## src/hdl/hbav_cfg.svh

```systemverilog
`ifndef HBAV_CFG_SVH
`define HBAV_CFG_SVH

`define HBAV_ADDR_W        18
`define HBAV_FLOAT_LO      13
`define HBAV_FLOAT_HI      17
`define HBAV_CMP_LO        3
`define HBAV_CMP_HI        12
`define HBAV_CMP_N         10
`define HBAV_SEL_W         3
`define HBAV_VEC_W         9
`define HBAV_VEC_SW_LO     3
`define HBAV_VEC_SW_N      6
`define HBAV_VEC_SRC_BIT   2
`define HBAV_BR_LEVEL_RST  3'h5

`endif

```

## src/hdl/hbav_pkg.sv

```systemverilog
`default_nettype none

package hbav_pkg;
	typedef enum logic {
		HBAV_SRC_INPUT,
		HBAV_SRC_OUTPUT
	} hbav_src_t;

	typedef enum logic [1:0] {
		HBAV_IDLE,
		HBAV_REQ,
		HBAV_ACK
	} hbav_irq_state_t;
endpackage

`default_nettype wire

```

## src/hdl/hbav_addr_match.sv

```systemverilog
`timescale 1ns/1ps
`default_nettype none
`include "hbav_cfg.svh"

module hbav_addr_match (
	input  wire logic [`HBAV_ADDR_W-1:0] addr_in,
	input  wire logic [`HBAV_CMP_N-1:0]  addr_switch_closed_in,
	output logic                         match_out
);
	logic [`HBAV_CMP_N-1:0] bit_ok;

	genvar i;
	generate
		for (i = 0; i < `HBAV_CMP_N; i = i + 1) begin : g_cmp
			// closed switch wants zero, open switch wants one
			assign bit_ok[i] = addr_in[`HBAV_CMP_LO + i] == ~addr_switch_closed_in[i];
		end
	endgenerate

	// floating region: upper bits always one, no switch involved
	assign match_out = (&addr_in[`HBAV_FLOAT_HI:`HBAV_FLOAT_LO]) && (&bit_ok);
endmodule

`default_nettype wire

```

## src/hdl/hbav_top.sv

```systemverilog
// Notes on behaviour
// Address bits 13 to 17 must all be one; no switch compares them.
// Address bits 3 to 12 are compared against ten address switches.
// Closed switch requires zero on its address line; open switch requires one.
// On a block match the low three address bits select one of eight registers.
// Vector goes on data bits 0 to 8; bits 0 and 1 are zero.
// Input request vector ends in octal 0, output ready in octal 4.
// Vector bit 2 follows the interrupt source being serviced.
// Vector bits 3 to 8 from six switches: open gives zero, closed gives one.
// Initialization sets the run flip-flop so microcode starts at once.
// Closed run-inhibit switch holds the run flip-flop cleared.
// Closed lockout switch disables maintenance, host may still clear run.
// Interrupts are requested at bus level 5 by default, set by a plug.
// Vector is driven only during the acknowledge granting our request.
`timescale 1ns/1ps
`default_nettype none
`include "hbav_cfg.svh"

module hbav_top #(
	parameter logic [2:0] BR_LEVEL = `HBAV_BR_LEVEL_RST
) (
	input  wire logic                        clk_in,
	input  wire logic                        reset_in,
	input  wire logic                        bus_init_in,
	input  wire logic [`HBAV_ADDR_W-1:0]     addr_in,
	input  wire logic                        bus_cycle_in,
	input  wire logic [`HBAV_CMP_N-1:0]      addr_switch_closed_in,
	input  wire logic [`HBAV_VEC_SW_N-1:0]   vec_switch_closed_in,
	input  wire logic                        microcode_exec_inhibit_in,
	input  wire logic                        maintenance_lockout_in,
	input  wire logic                        host_run_clear_in,
	input  wire logic                        host_run_set_in,
	input  wire logic                        host_maint_op_in,
	input  wire logic                        input_request_interrupt_in,
	input  wire logic                        output_ready_interrupt_in,
	input  wire logic                        grant_in,
	output logic                             reg_select_valid_out,
	output logic [`HBAV_SEL_W-1:0]           reg_select_out,
	output logic                             run_out,
	output logic                             maint_enable_out,
	output logic                             bus_request_out,
	output logic [2:0]                       bus_request_level_out,
	output logic [`HBAV_VEC_W-1:0]           vec_data_out,
	output logic                             vec_data_oe_n_out,
	output logic                             ack_done_out
);
	logic                   match;
	logic                   run;
	logic                   next_run;
	logic                   sel_valid;
	logic                   next_sel_valid;
	logic [`HBAV_SEL_W-1:0] sel;
	logic [`HBAV_SEL_W-1:0] next_sel;
	logic                   pend_in;
	logic                   next_pend_in;
	logic                   pend_out;
	logic                   next_pend_out;
	hbav_pkg::hbav_irq_state_t state;
	hbav_pkg::hbav_irq_state_t next_state;
	hbav_pkg::hbav_src_t    src;
	hbav_pkg::hbav_src_t    next_src;
	logic [`HBAV_VEC_W-1:0] vec;
	logic [`HBAV_VEC_W-1:0] next_vec;
	logic                   vec_oe_n;
	logic                   next_vec_oe_n;
	logic                   done;
	logic                   next_done;

	hbav_addr_match u_match (
		.addr_in               (addr_in),
		.addr_switch_closed_in (addr_switch_closed_in),
		.match_out             (match)
	);

	// register select
	always_comb begin
		next_sel_valid = bus_cycle_in && match;
		next_sel = addr_in[`HBAV_SEL_W-1:0];
	end

	always_ff @(posedge clk_in) begin
		if (reset_in) begin
			sel_valid <= 1'b0;
			sel <= 3'h0;
		end else begin
			sel_valid <= next_sel_valid;
			sel <= next_sel;
		end
	end

	// run flip-flop: inhibit dominates, then init sets, then host writes
	always_comb begin
		next_run = run;
		if (microcode_exec_inhibit_in)
			next_run = 1'b0;
		else if (bus_init_in)
			next_run = 1'b1;
		else if (host_run_clear_in)
			next_run = 1'b0;
		else if (host_run_set_in && !maintenance_lockout_in)
			next_run = 1'b1;
	end

	always_ff @(posedge clk_in) begin
		if (reset_in)
			run <= 1'b1;
		else
			run <= next_run;
	end

	// interrupt request and vector
	always_comb begin
		next_pend_in = pend_in || input_request_interrupt_in;
		next_pend_out = pend_out || output_ready_interrupt_in;
		next_state = state;
		next_src = src;
		next_vec = vec;
		next_vec_oe_n = 1'b1;
		next_done = 1'b0;
		unique case (state)
			hbav_pkg::HBAV_IDLE: begin
				if (pend_in) begin
					next_src = hbav_pkg::HBAV_SRC_INPUT;
					next_state = hbav_pkg::HBAV_REQ;
				end else if (pend_out) begin
					next_src = hbav_pkg::HBAV_SRC_OUTPUT;
					next_state = hbav_pkg::HBAV_REQ;
				end
			end
			hbav_pkg::HBAV_REQ: begin
				if (grant_in) begin
					next_vec = {vec_switch_closed_in,
						src == hbav_pkg::HBAV_SRC_OUTPUT, 2'b00};
					next_vec_oe_n = 1'b0;
					next_state = hbav_pkg::HBAV_ACK;
				end
			end
			hbav_pkg::HBAV_ACK: begin
				if (grant_in) begin
					next_vec_oe_n = 1'b0;
				end else begin
					next_vec = 9'h000;
					next_done = 1'b1;
					next_state = hbav_pkg::HBAV_IDLE;
					if (src == hbav_pkg::HBAV_SRC_INPUT)
						next_pend_in = input_request_interrupt_in;
					else
						next_pend_out = output_ready_interrupt_in;
				end
			end
			default: next_state = hbav_pkg::HBAV_IDLE;
		endcase
	end

	always_ff @(posedge clk_in) begin
		if (reset_in) begin
			pend_in <= 1'b0;
			pend_out <= 1'b0;
			state <= hbav_pkg::HBAV_IDLE;
			src <= hbav_pkg::HBAV_SRC_INPUT;
			vec <= 9'h000;
			vec_oe_n <= 1'b1;
			done <= 1'b0;
		end else begin
			pend_in <= next_pend_in;
			pend_out <= next_pend_out;
			state <= next_state;
			src <= next_src;
			vec <= next_vec;
			vec_oe_n <= next_vec_oe_n;
			done <= next_done;
		end
	end

	assign reg_select_valid_out = sel_valid;
	assign reg_select_out = sel;
	assign run_out = run;
	assign maint_enable_out = !maintenance_lockout_in && host_maint_op_in;
	assign bus_request_out = state == hbav_pkg::HBAV_REQ;
	assign bus_request_level_out = BR_LEVEL;
	assign vec_data_out = vec;
	assign vec_data_oe_n_out = vec_oe_n;
	assign ack_done_out = done;

	decode_select_a: assert property (@(posedge clk_in) disable iff (reset_in)
		(bus_cycle_in && match) |=> (sel_valid && sel == $past(addr_in[2:0])))
		else $error("register select wrong after match");
	float_bits_a: assert property (@(posedge clk_in) disable iff (reset_in)
		(bus_cycle_in && addr_in[17:13] != 5'h1f) |=> !sel_valid)
		else $error("selected outside floating region");
	vec_low_zero_a: assert property (@(posedge clk_in) disable iff (reset_in)
		!vec_oe_n |-> vec[1:0] == 2'b00)
		else $error("vector low bits not zero");
	vec_src_a: assert property (@(posedge clk_in) disable iff (reset_in)
		!vec_oe_n |-> vec[2] == (src == hbav_pkg::HBAV_SRC_OUTPUT))
		else $error("vector bit 2 does not match source");
	vec_switch_a: assert property (@(posedge clk_in) disable iff (reset_in)
		(state == hbav_pkg::HBAV_REQ && grant_in) |=> vec[8:3] == $past(vec_switch_closed_in))
		else $error("vector upper bits not from switches");
	vec_release_a: assert property (@(posedge clk_in) disable iff (reset_in)
		(state == hbav_pkg::HBAV_ACK && !grant_in) |=> vec_oe_n && done)
		else $error("vector not released after acknowledge");
	vec_only_grant_a: assert property (@(posedge clk_in) disable iff (reset_in)
		!vec_oe_n |-> $past(grant_in))
		else $error("vector driven without grant");
	inhibit_run_a: assert property (@(posedge clk_in) disable iff (reset_in)
		microcode_exec_inhibit_in |=> !run)
		else $error("run not cleared under inhibit");
	init_run_a: assert property (@(posedge clk_in) disable iff (reset_in)
		(bus_init_in && !microcode_exec_inhibit_in) |=> run)
		else $error("run not set by initialization");
	lockout_a: assert property (@(posedge clk_in) disable iff (reset_in)
		maintenance_lockout_in |-> !maint_enable_out)
		else $error("maintenance active under lockout");
	host_clear_a: assert property (@(posedge clk_in) disable iff (reset_in)
		(host_run_clear_in && !bus_init_in) |=> !run)
		else $error("host clear of run ignored");
endmodule

`default_nettype wire
```

## config.mk

```make
export PLATFORM = sky130hd
export DESIGN_NAME = hbav_top
export DESIGN_NICKNAME = d
export VERILOG_FILES = /design/src/hdl/hbav_pkg.sv /design/src/hdl/hbav_addr_match.sv /design/src/hdl/hbav_top.sv
export VERILOG_INCLUDE_DIRS = /design/src /design/src/hdl
export SDC_FILE = /design/constraint.sdc
export NUM_CORES = 1
export LEC_CHECK = 0
export BUFFER_PORTS_ARGS = -buffer_cell sky130_fd_sc_hd__buf_4
export CORE_MARGIN = 2
export CORE_UTILIZATION = 37
export CTS_CLUSTER_SIZE = 40
export DETAILED_ROUTE_END_ITERATION = 10
export GPL_ROUTABILITY_DRIVEN = 0
export PLACE_DENSITY = 0.77
export SYNTH_ARGS = -nofsm -noshare
export SYNTH_HDL_FRONTEND = slang
export SYNTH_SLANG_ARGS = --single-unit
```

## constraint.sdc

```tcl
create_clock -name clk_in -period 1.53 [get_ports clk_in]
set_input_delay 0.459 -clock clk_in [delete_from_list [all_inputs] [get_ports clk_in]]
set_output_delay 0.459 -clock clk_in [all_outputs]
set_load 0.03 [all_outputs]
```

==> impl_metrics.csv, run 1 <==
group,metric,value,unit
floorplanning,die_w,57.1,um
grt,grt_max_degree,19,
grt,grtUsageTotal,15.1,%
timing,setup_tns,0,ps
pwr,power_frac_seq,41.8,%
synthesis,synth.top_cell.area_share,36.5,%
grt,grt-ovfl-total,0,
floorplanning,boundaryPins,67,
synthesis,synthTopCellsByArea,"dfxtp_1 36%, a2111oi_2 10%, xor2_1 6.7%",
setup_path,timing.critical_path.buf_inv,2,
placed_design,io_buffer_count,61,
timing,max_freq,0.676,GHz
timing,drv_slew,0,
setup_path,cp-end-kind,"output port",
synthesis,seq_area_frac_synth,36.5,%
drt,vias,985,
setup_path,rr_worst_depth,6,
pwr,clkPwrFrac,18.3,%
hold_path,hp-class,"in -> reg",
pwr,p_leak,0.704,nW
floorplanning,start_util,38.5,%
synthesis,syn_inst,113,
synthesis,ys_types,28,
timing,grt_setup_unrepaired,"no",
clock_tree,cts_buffers,3,
floorplanning,coreArea,0.00271,mm^2
status,status,"finished, final reports clean",
pwr,power_switching,0.506,mW
floorplanning,rows,19,
setup_path,cp-start-kind,"flip-flop",
drt,wl_per_cell,11.2,um
clock_tree,cts_hold_repair.buffers,0,
setup_path,crit_cells,3,
clock_tree,clk_pin_slew,110,ps
synthesis,synth_area_leader_cell,"dfxtp_1",
synthesis,synth_seq_cells,19,
timing,setup_violations,0,
clock_tree,htree_levels,1,
hold_path,hold_path_end,"run_out$_SDFFE_PP1P_",
run,cap_violations,0,
floorplanning,die_y,57.1,um
setup_path,slowest_stage,"dfxtp_4",
timing,fin_ws,50.3,ps
clock_tree,clock-root-buffer,"clkbuf_4",
layout,mostFrequentLayoutCells,"63 x buf_4, 17 x dfxtp_1, 13 x nor2_1",
pwr,internal-power,0.911,mW
synthesis,yosys_warnings,0,
drt,drtIter0Drc,9,
floorplanning,dieArea,0.00326,mm^2
setup_path,startpoint,"state[1]$_SDFFE_PP0P_",
layout,area_growth,50.4,%
pwr,pwr-share-comb,39.9,%
setup_path,path_cells,"inv_4, ha_4, buf_6",
setup_path,critical_path.max_stage_delay,380,ps
setup_path,critical_path_class,"reg -> out",
timing,fin_hold_ws,321,ps
pwr,power_density,904,mW/mm^2
synthesis,synth_area_per_cell,9.22,um^2
grt,grt_pass1_vias,941,
setup_path,crit_required,1070,ps
hold_path,hold_path_depth,2,
layout,fillers,244,
drt,avgViaCountPerCell,4.83,
drt,routed_wl,2.28,mm
setup_path,path_max_fanout,4,
grt,antenna_found_initial,0,
clock_tree,clock-sinks,19,
clock_tree,cts_tree,"yes",
pwr,fin_total_pwr,1.42,mW
drt,drt_first_pass_iters,3,
layout,antennaDiodeCount,0,
setup_path,ff2ff_setup_slack,110,ps
setup_path,critPathTopFamily,"flip-flops",
drt,drc,0,
layout,nets,225,
pwr,vdd_drop_max,0.000521,V
timing,clock_skew,5.01,ps
layout,final_common_cell,"buf_4",
timing,hold_viol,0,
timing,layout_worst_path_cycle_share,96.7,%
hold_path,min_from,"microcode_exec_inhibit_in",
placed_design,place_ws,55.9,ps
setup_path,arrival,1020,ps
drt,antenna_left,0,
layout,drive_above_1_share,47.4,%
synthesis,synth_area,0.00104,mm^2
grt,grt_pass1_wl,3.81,mm
layout,area.sequential,388,um^2
timing,period_minus_slack,1480,ps
pwr,swShare,35.7,%
clock_tree,clock_latency,300,ps
setup_path,reg2reg_to,"vec_data_out[7]$_SDFFE_PP0P_",
placed_design,dp_hpwl,1.85,mm
layout,multi_input_area,612,um^2
setup_path,worst_r2r_startpoint,"state[1]$_SDFFE_PP0P_",
clock_tree,cts_buffer_depth,2,
power by group through the flow:
stage,logic (mW),clock network [mW],registers [mW]
finish,0.566,0.260,0.592
floorplan,0.307,0,0.662
CTS,0.555,0.268,0.589
detailed placement,0.554,0,0.599
global placement,0.536,0,0.596
global route,0.619,0.286,0.599
how the worst max path moves through the flow:
stage                                        end  slack [ps]
floorplan                  state[0]$_SDFFE_PP0P_          20
global placement           state[0]$_SDFFE_PP0P_         100
detailed placement  vec_data_out[7]$_SDFFE_PP0P_          60
CTS                              bus_request_out          10
global route                     bus_request_out           2
finish                           bus_request_out          50
synth_stat cells (all sizes together):
cell type and n:
xnor2 2, ha 5, buf 10, dfxtp 19, o21ai 1, a21oi 4, nor3 9, or2b 1
nand3b 2, a22oi 1, nor2b 4, and2 1, clkbuf 1, nand4b 1, xor2 8, nand2 8
or2 1, a211oi 1, inv 4, conb 2, nand4 3, nor2 13, nand2b 2, o21bai 1
mux2i 2, a2111oi 7
cell type report:
class                      instances  share of cell area [%]
sequential                        19                    24.7
multi-input combinational         82                    39.0
tap                               31                    2.47
inverter                           4                    1.12
timing repair buffer              64                    30.9
clock buffer                       3                    1.44
clock inverter                     1                   0.319
per-stage QoR:
stage	std cells	util [%]	instance area (um^2)
2_1_floorplan	116	-	1070
3_3_place_gp	200	55.6	1510
3_5_place_dp	200	55.6	1510
4_1_cts	204	56.7	1540
5_1_grt	204	57.8	1570
6_report	204	57.8	1570
registers in the layout, indices dropped and copies added, names as in the netlist:
signal                count
reg_select_out            3
pend_out                  1
pend_in                   1
reg_select_valid_out      1
state                     2
ack_done_out              1
vec_data_oe_n_out         1
vec_data_out              7
run_out                   1
src                       1
metal layers:
| metal | GRT usage, % | wire [um] | part of all wire [%] | vias up |
|---|---|---|---|---|
| li1 | - | - | - | 494 |
| met1 | 15.9 | 863 | 38 | 443 |
| met2 | 27.3 | 1200 | 53 | 43 |
| met3 | 3.63 | 157 | 6.9 | 5 |
| met4 | 8.97 | 57 | 2.5 | 0 |
| met5 | 0 | 0 | 0 | - |
cells by family (layout without fill, tap and decap cells):
family          Yosys count  after routing  synth area share, %
fa+ha+maj                 5              5                 6.00
simple gates             45             45                 21.5
mux                       2              2                 1.92
flops                    19             19                 36.5
xor+xnor                 10             10                 8.40
compound gates           15             15                 16.0
other cells               2              5                0.721
buf+inv                  15             72                 9.00
repair_timing:
item | CTS | global route
gates resized for setup | 2 | 7
setup endpoints to repair | 1 | 4
setup buffers | 0 | 0
Power figures use the tool's default switching activity.
==> run 2: changes to the inputs <==
--- a/config.mk
+++ b/config.mk
@@ -7,12 +7,14 @@
 export NUM_CORES = 1
 export LEC_CHECK = 0
 export BUFFER_PORTS_ARGS = -buffer_cell sky130_fd_sc_hd__buf_4
+export CAP_MARGIN = 20
 export CORE_MARGIN = 2
-export CORE_UTILIZATION = 37
+export CORE_UTILIZATION = 39
+export CTS_BUF_LIST = sky130_fd_sc_hd__clkbuf_8
 export CTS_CLUSTER_SIZE = 40
 export DETAILED_ROUTE_END_ITERATION = 10
 export GPL_ROUTABILITY_DRIVEN = 0
-export PLACE_DENSITY = 0.77
+export PLACE_DENSITY = 0.81
 export SYNTH_ARGS = -nofsm -noshare
 export SYNTH_HDL_FRONTEND = slang
 export SYNTH_SLANG_ARGS = --single-unit
==> impl_metrics.csv, run 2 (synthesis gave the netlist of run 1 again) <==
group,metric,value,unit
setup_path,cp-start-kind,"flip-flop",
setup_path,critical_path_class,"reg -> out",
clock_tree,htree_levels,1,
layout,mostFrequentLayoutCells,"64 x buf_4, 17 x dfxtp_1, 13 x nor2_1",
clock_tree,cts_setup_buffers,0,
layout,multi_input_area,607,um^2
clock_tree,cts_buffer_depth,2,
grt,grt_max_degree,19,
clock_tree,cts_buffers,3,
timing,setup_violations,0,
floorplanning,coreArea,0.00250,mm^2
timing,layout_worst_path_cycle_share,97.6,%
drt,drtIter0Drc,8,
grt,grt-ovfl-total,0,
drt,drt_first_pass_iters,4,
clock_tree,clk_pin_slew,70,ps
clock_tree,clock-root-buffer,"clkbuf_8",
setup_path,arrival,1030,ps
layout,nets,225,
timing,setup_tns,0,ps
timing,clock_skew,1.61,ps
grt,grt_pass1_wl,4.09,mm
drt,drc,0,
floorplanning,rows,18,
drt,avgViaCountPerCell,5.01,
setup_path,cp-end-kind,"output port",
clock_tree,clock-sinks,19,
layout,final_common_cell,"buf_4",
layout,drive_above_1_share,47.4,%
layout,area.sequential,385,um^2
grt,grtUsageTotal,16.4,%
layout,largest_reg_flops,7,
floorplanning,die_w,55.7,um
floorplanning,start_util,41.7,%
clock_tree,cts_hold_repair.buffers,0,
layout,area_growth,50.7,%
clock_tree,clock_latency,260,ps
status,status,"finished, final reports clean",
setup_path,path_max_fanout,4,
drt,vias,1018,
timing,period_minus_slack,1490,ps
timing,hold_viol,0,
drt,antenna_left,0,
layout,antennaDiodeCount,0,
pwr,vdd_drop_max,0.000634,V
run,cap_violations,0,
clock_tree,cts_tree,"yes",
layout,fillers,206,
floorplanning,dieArea,0.00310,mm^2
placed_design,io_buffer_count,61,
placed_design,dp_hpwl,2.03,mm
layout,instances_no_fill,203,
grt,grt_pass1_vias,1071,
drt,wl_per_cell,12.2,um
timing,grt_setup_unrepaired,"no",
floorplanning,boundaryPins,67,
drt,routed_wl,2.48,mm
timing,drv_slew,0,
placed_design,post-place-cells,199,
hold_path,hp-class,"in -> reg",
pwr,power_density,959,mW/mm^2
pwr,p_leak,0.711,nW
timing,max_freq,0.670,GHz
grt,antenna_found_initial,0,
floorplanning,die_y,55.7,um
setup_path,crit_required,1070,ps
## run 2: worst paths after layout
check / from / end / slack (ps) / depth (start not counted)
max: state[1]$_SDFFE_PP0P_ / bus_request_out / 40 / 3
min: microcode_exec_inhibit_in / run_out$_SDFFE_PP1P_ / 380 / 2
max reg2reg: state[0]$_SDFFE_PP0P_ / state[0]$_SDFFE_PP0P_ / 90 / 6
min reg2reg: pend_in$_SDFF_PP0_ / src$_SDFFE_PP0P_ / 470 / 1
## run 2: critical path: stages (launching register included)
cell and delay [ps]:
dfxtp_2 370, inv_2 70, ha_4 170, buf_4 160
## run 2: metal layers
metal / routed length [um] / global-route usage, % / vias to the layer above / part of all wire (%)
li1: - / - / 494 / -
met1: 803 / 14.4 / 475 / 32
met2: 1430 / 34.5 / 44 / 58
met3: 187 / 3.26 / 5 / 7.6
met4: 53 / 7.32 / 0 / 2.1
met5: 0 / 0 / - / 0
## run 2: per-stage QoR
step	instance area [um^2]	setup slack [ps]	utilization [%]	hold WS [ps]	power [mW]
after CTS	1550	11.0	62.2	380	1.50
after global placement	1510	109	60.3	446	1.13
final	1570	36.8	62.8	380	1.51
after global routing	1570	5.54	62.8	396	1.58
after floorplan	1070	24.8	-	431	0.968
after detailed placement	1510	9.94	60.3	455	1.16
## run 2: power breakdown
group | internal, mW | total, mW | switching, mW
combinational | 0.261 | 0.569 | 0.308
clock | 0.179 | 0.341 | 0.163
sequential | 0.551 | 0.595 | 0.0446
total | 0.990 | 1.51 | 0.515
## run 2: layout make-up
| type | instances | share of cell area, % |
|---|---|---|
| clock buffer | 3 | 2.63 |
| clock inverter | 1 | 0.239 |
| inverter | 4 | 0.956 |
| multi-input combinational | 82 | 38.6 |
| sequential | 19 | 24.5 |
| tap | 30 | 2.39 |
| timing repair buffer | 64 | 30.6 |
## run 2: repair_timing
action | CTS | global route
pin swaps | 0 | 1
gates resized for setup | 2 | 5
endpoints found under the setup margin | 2 | 7
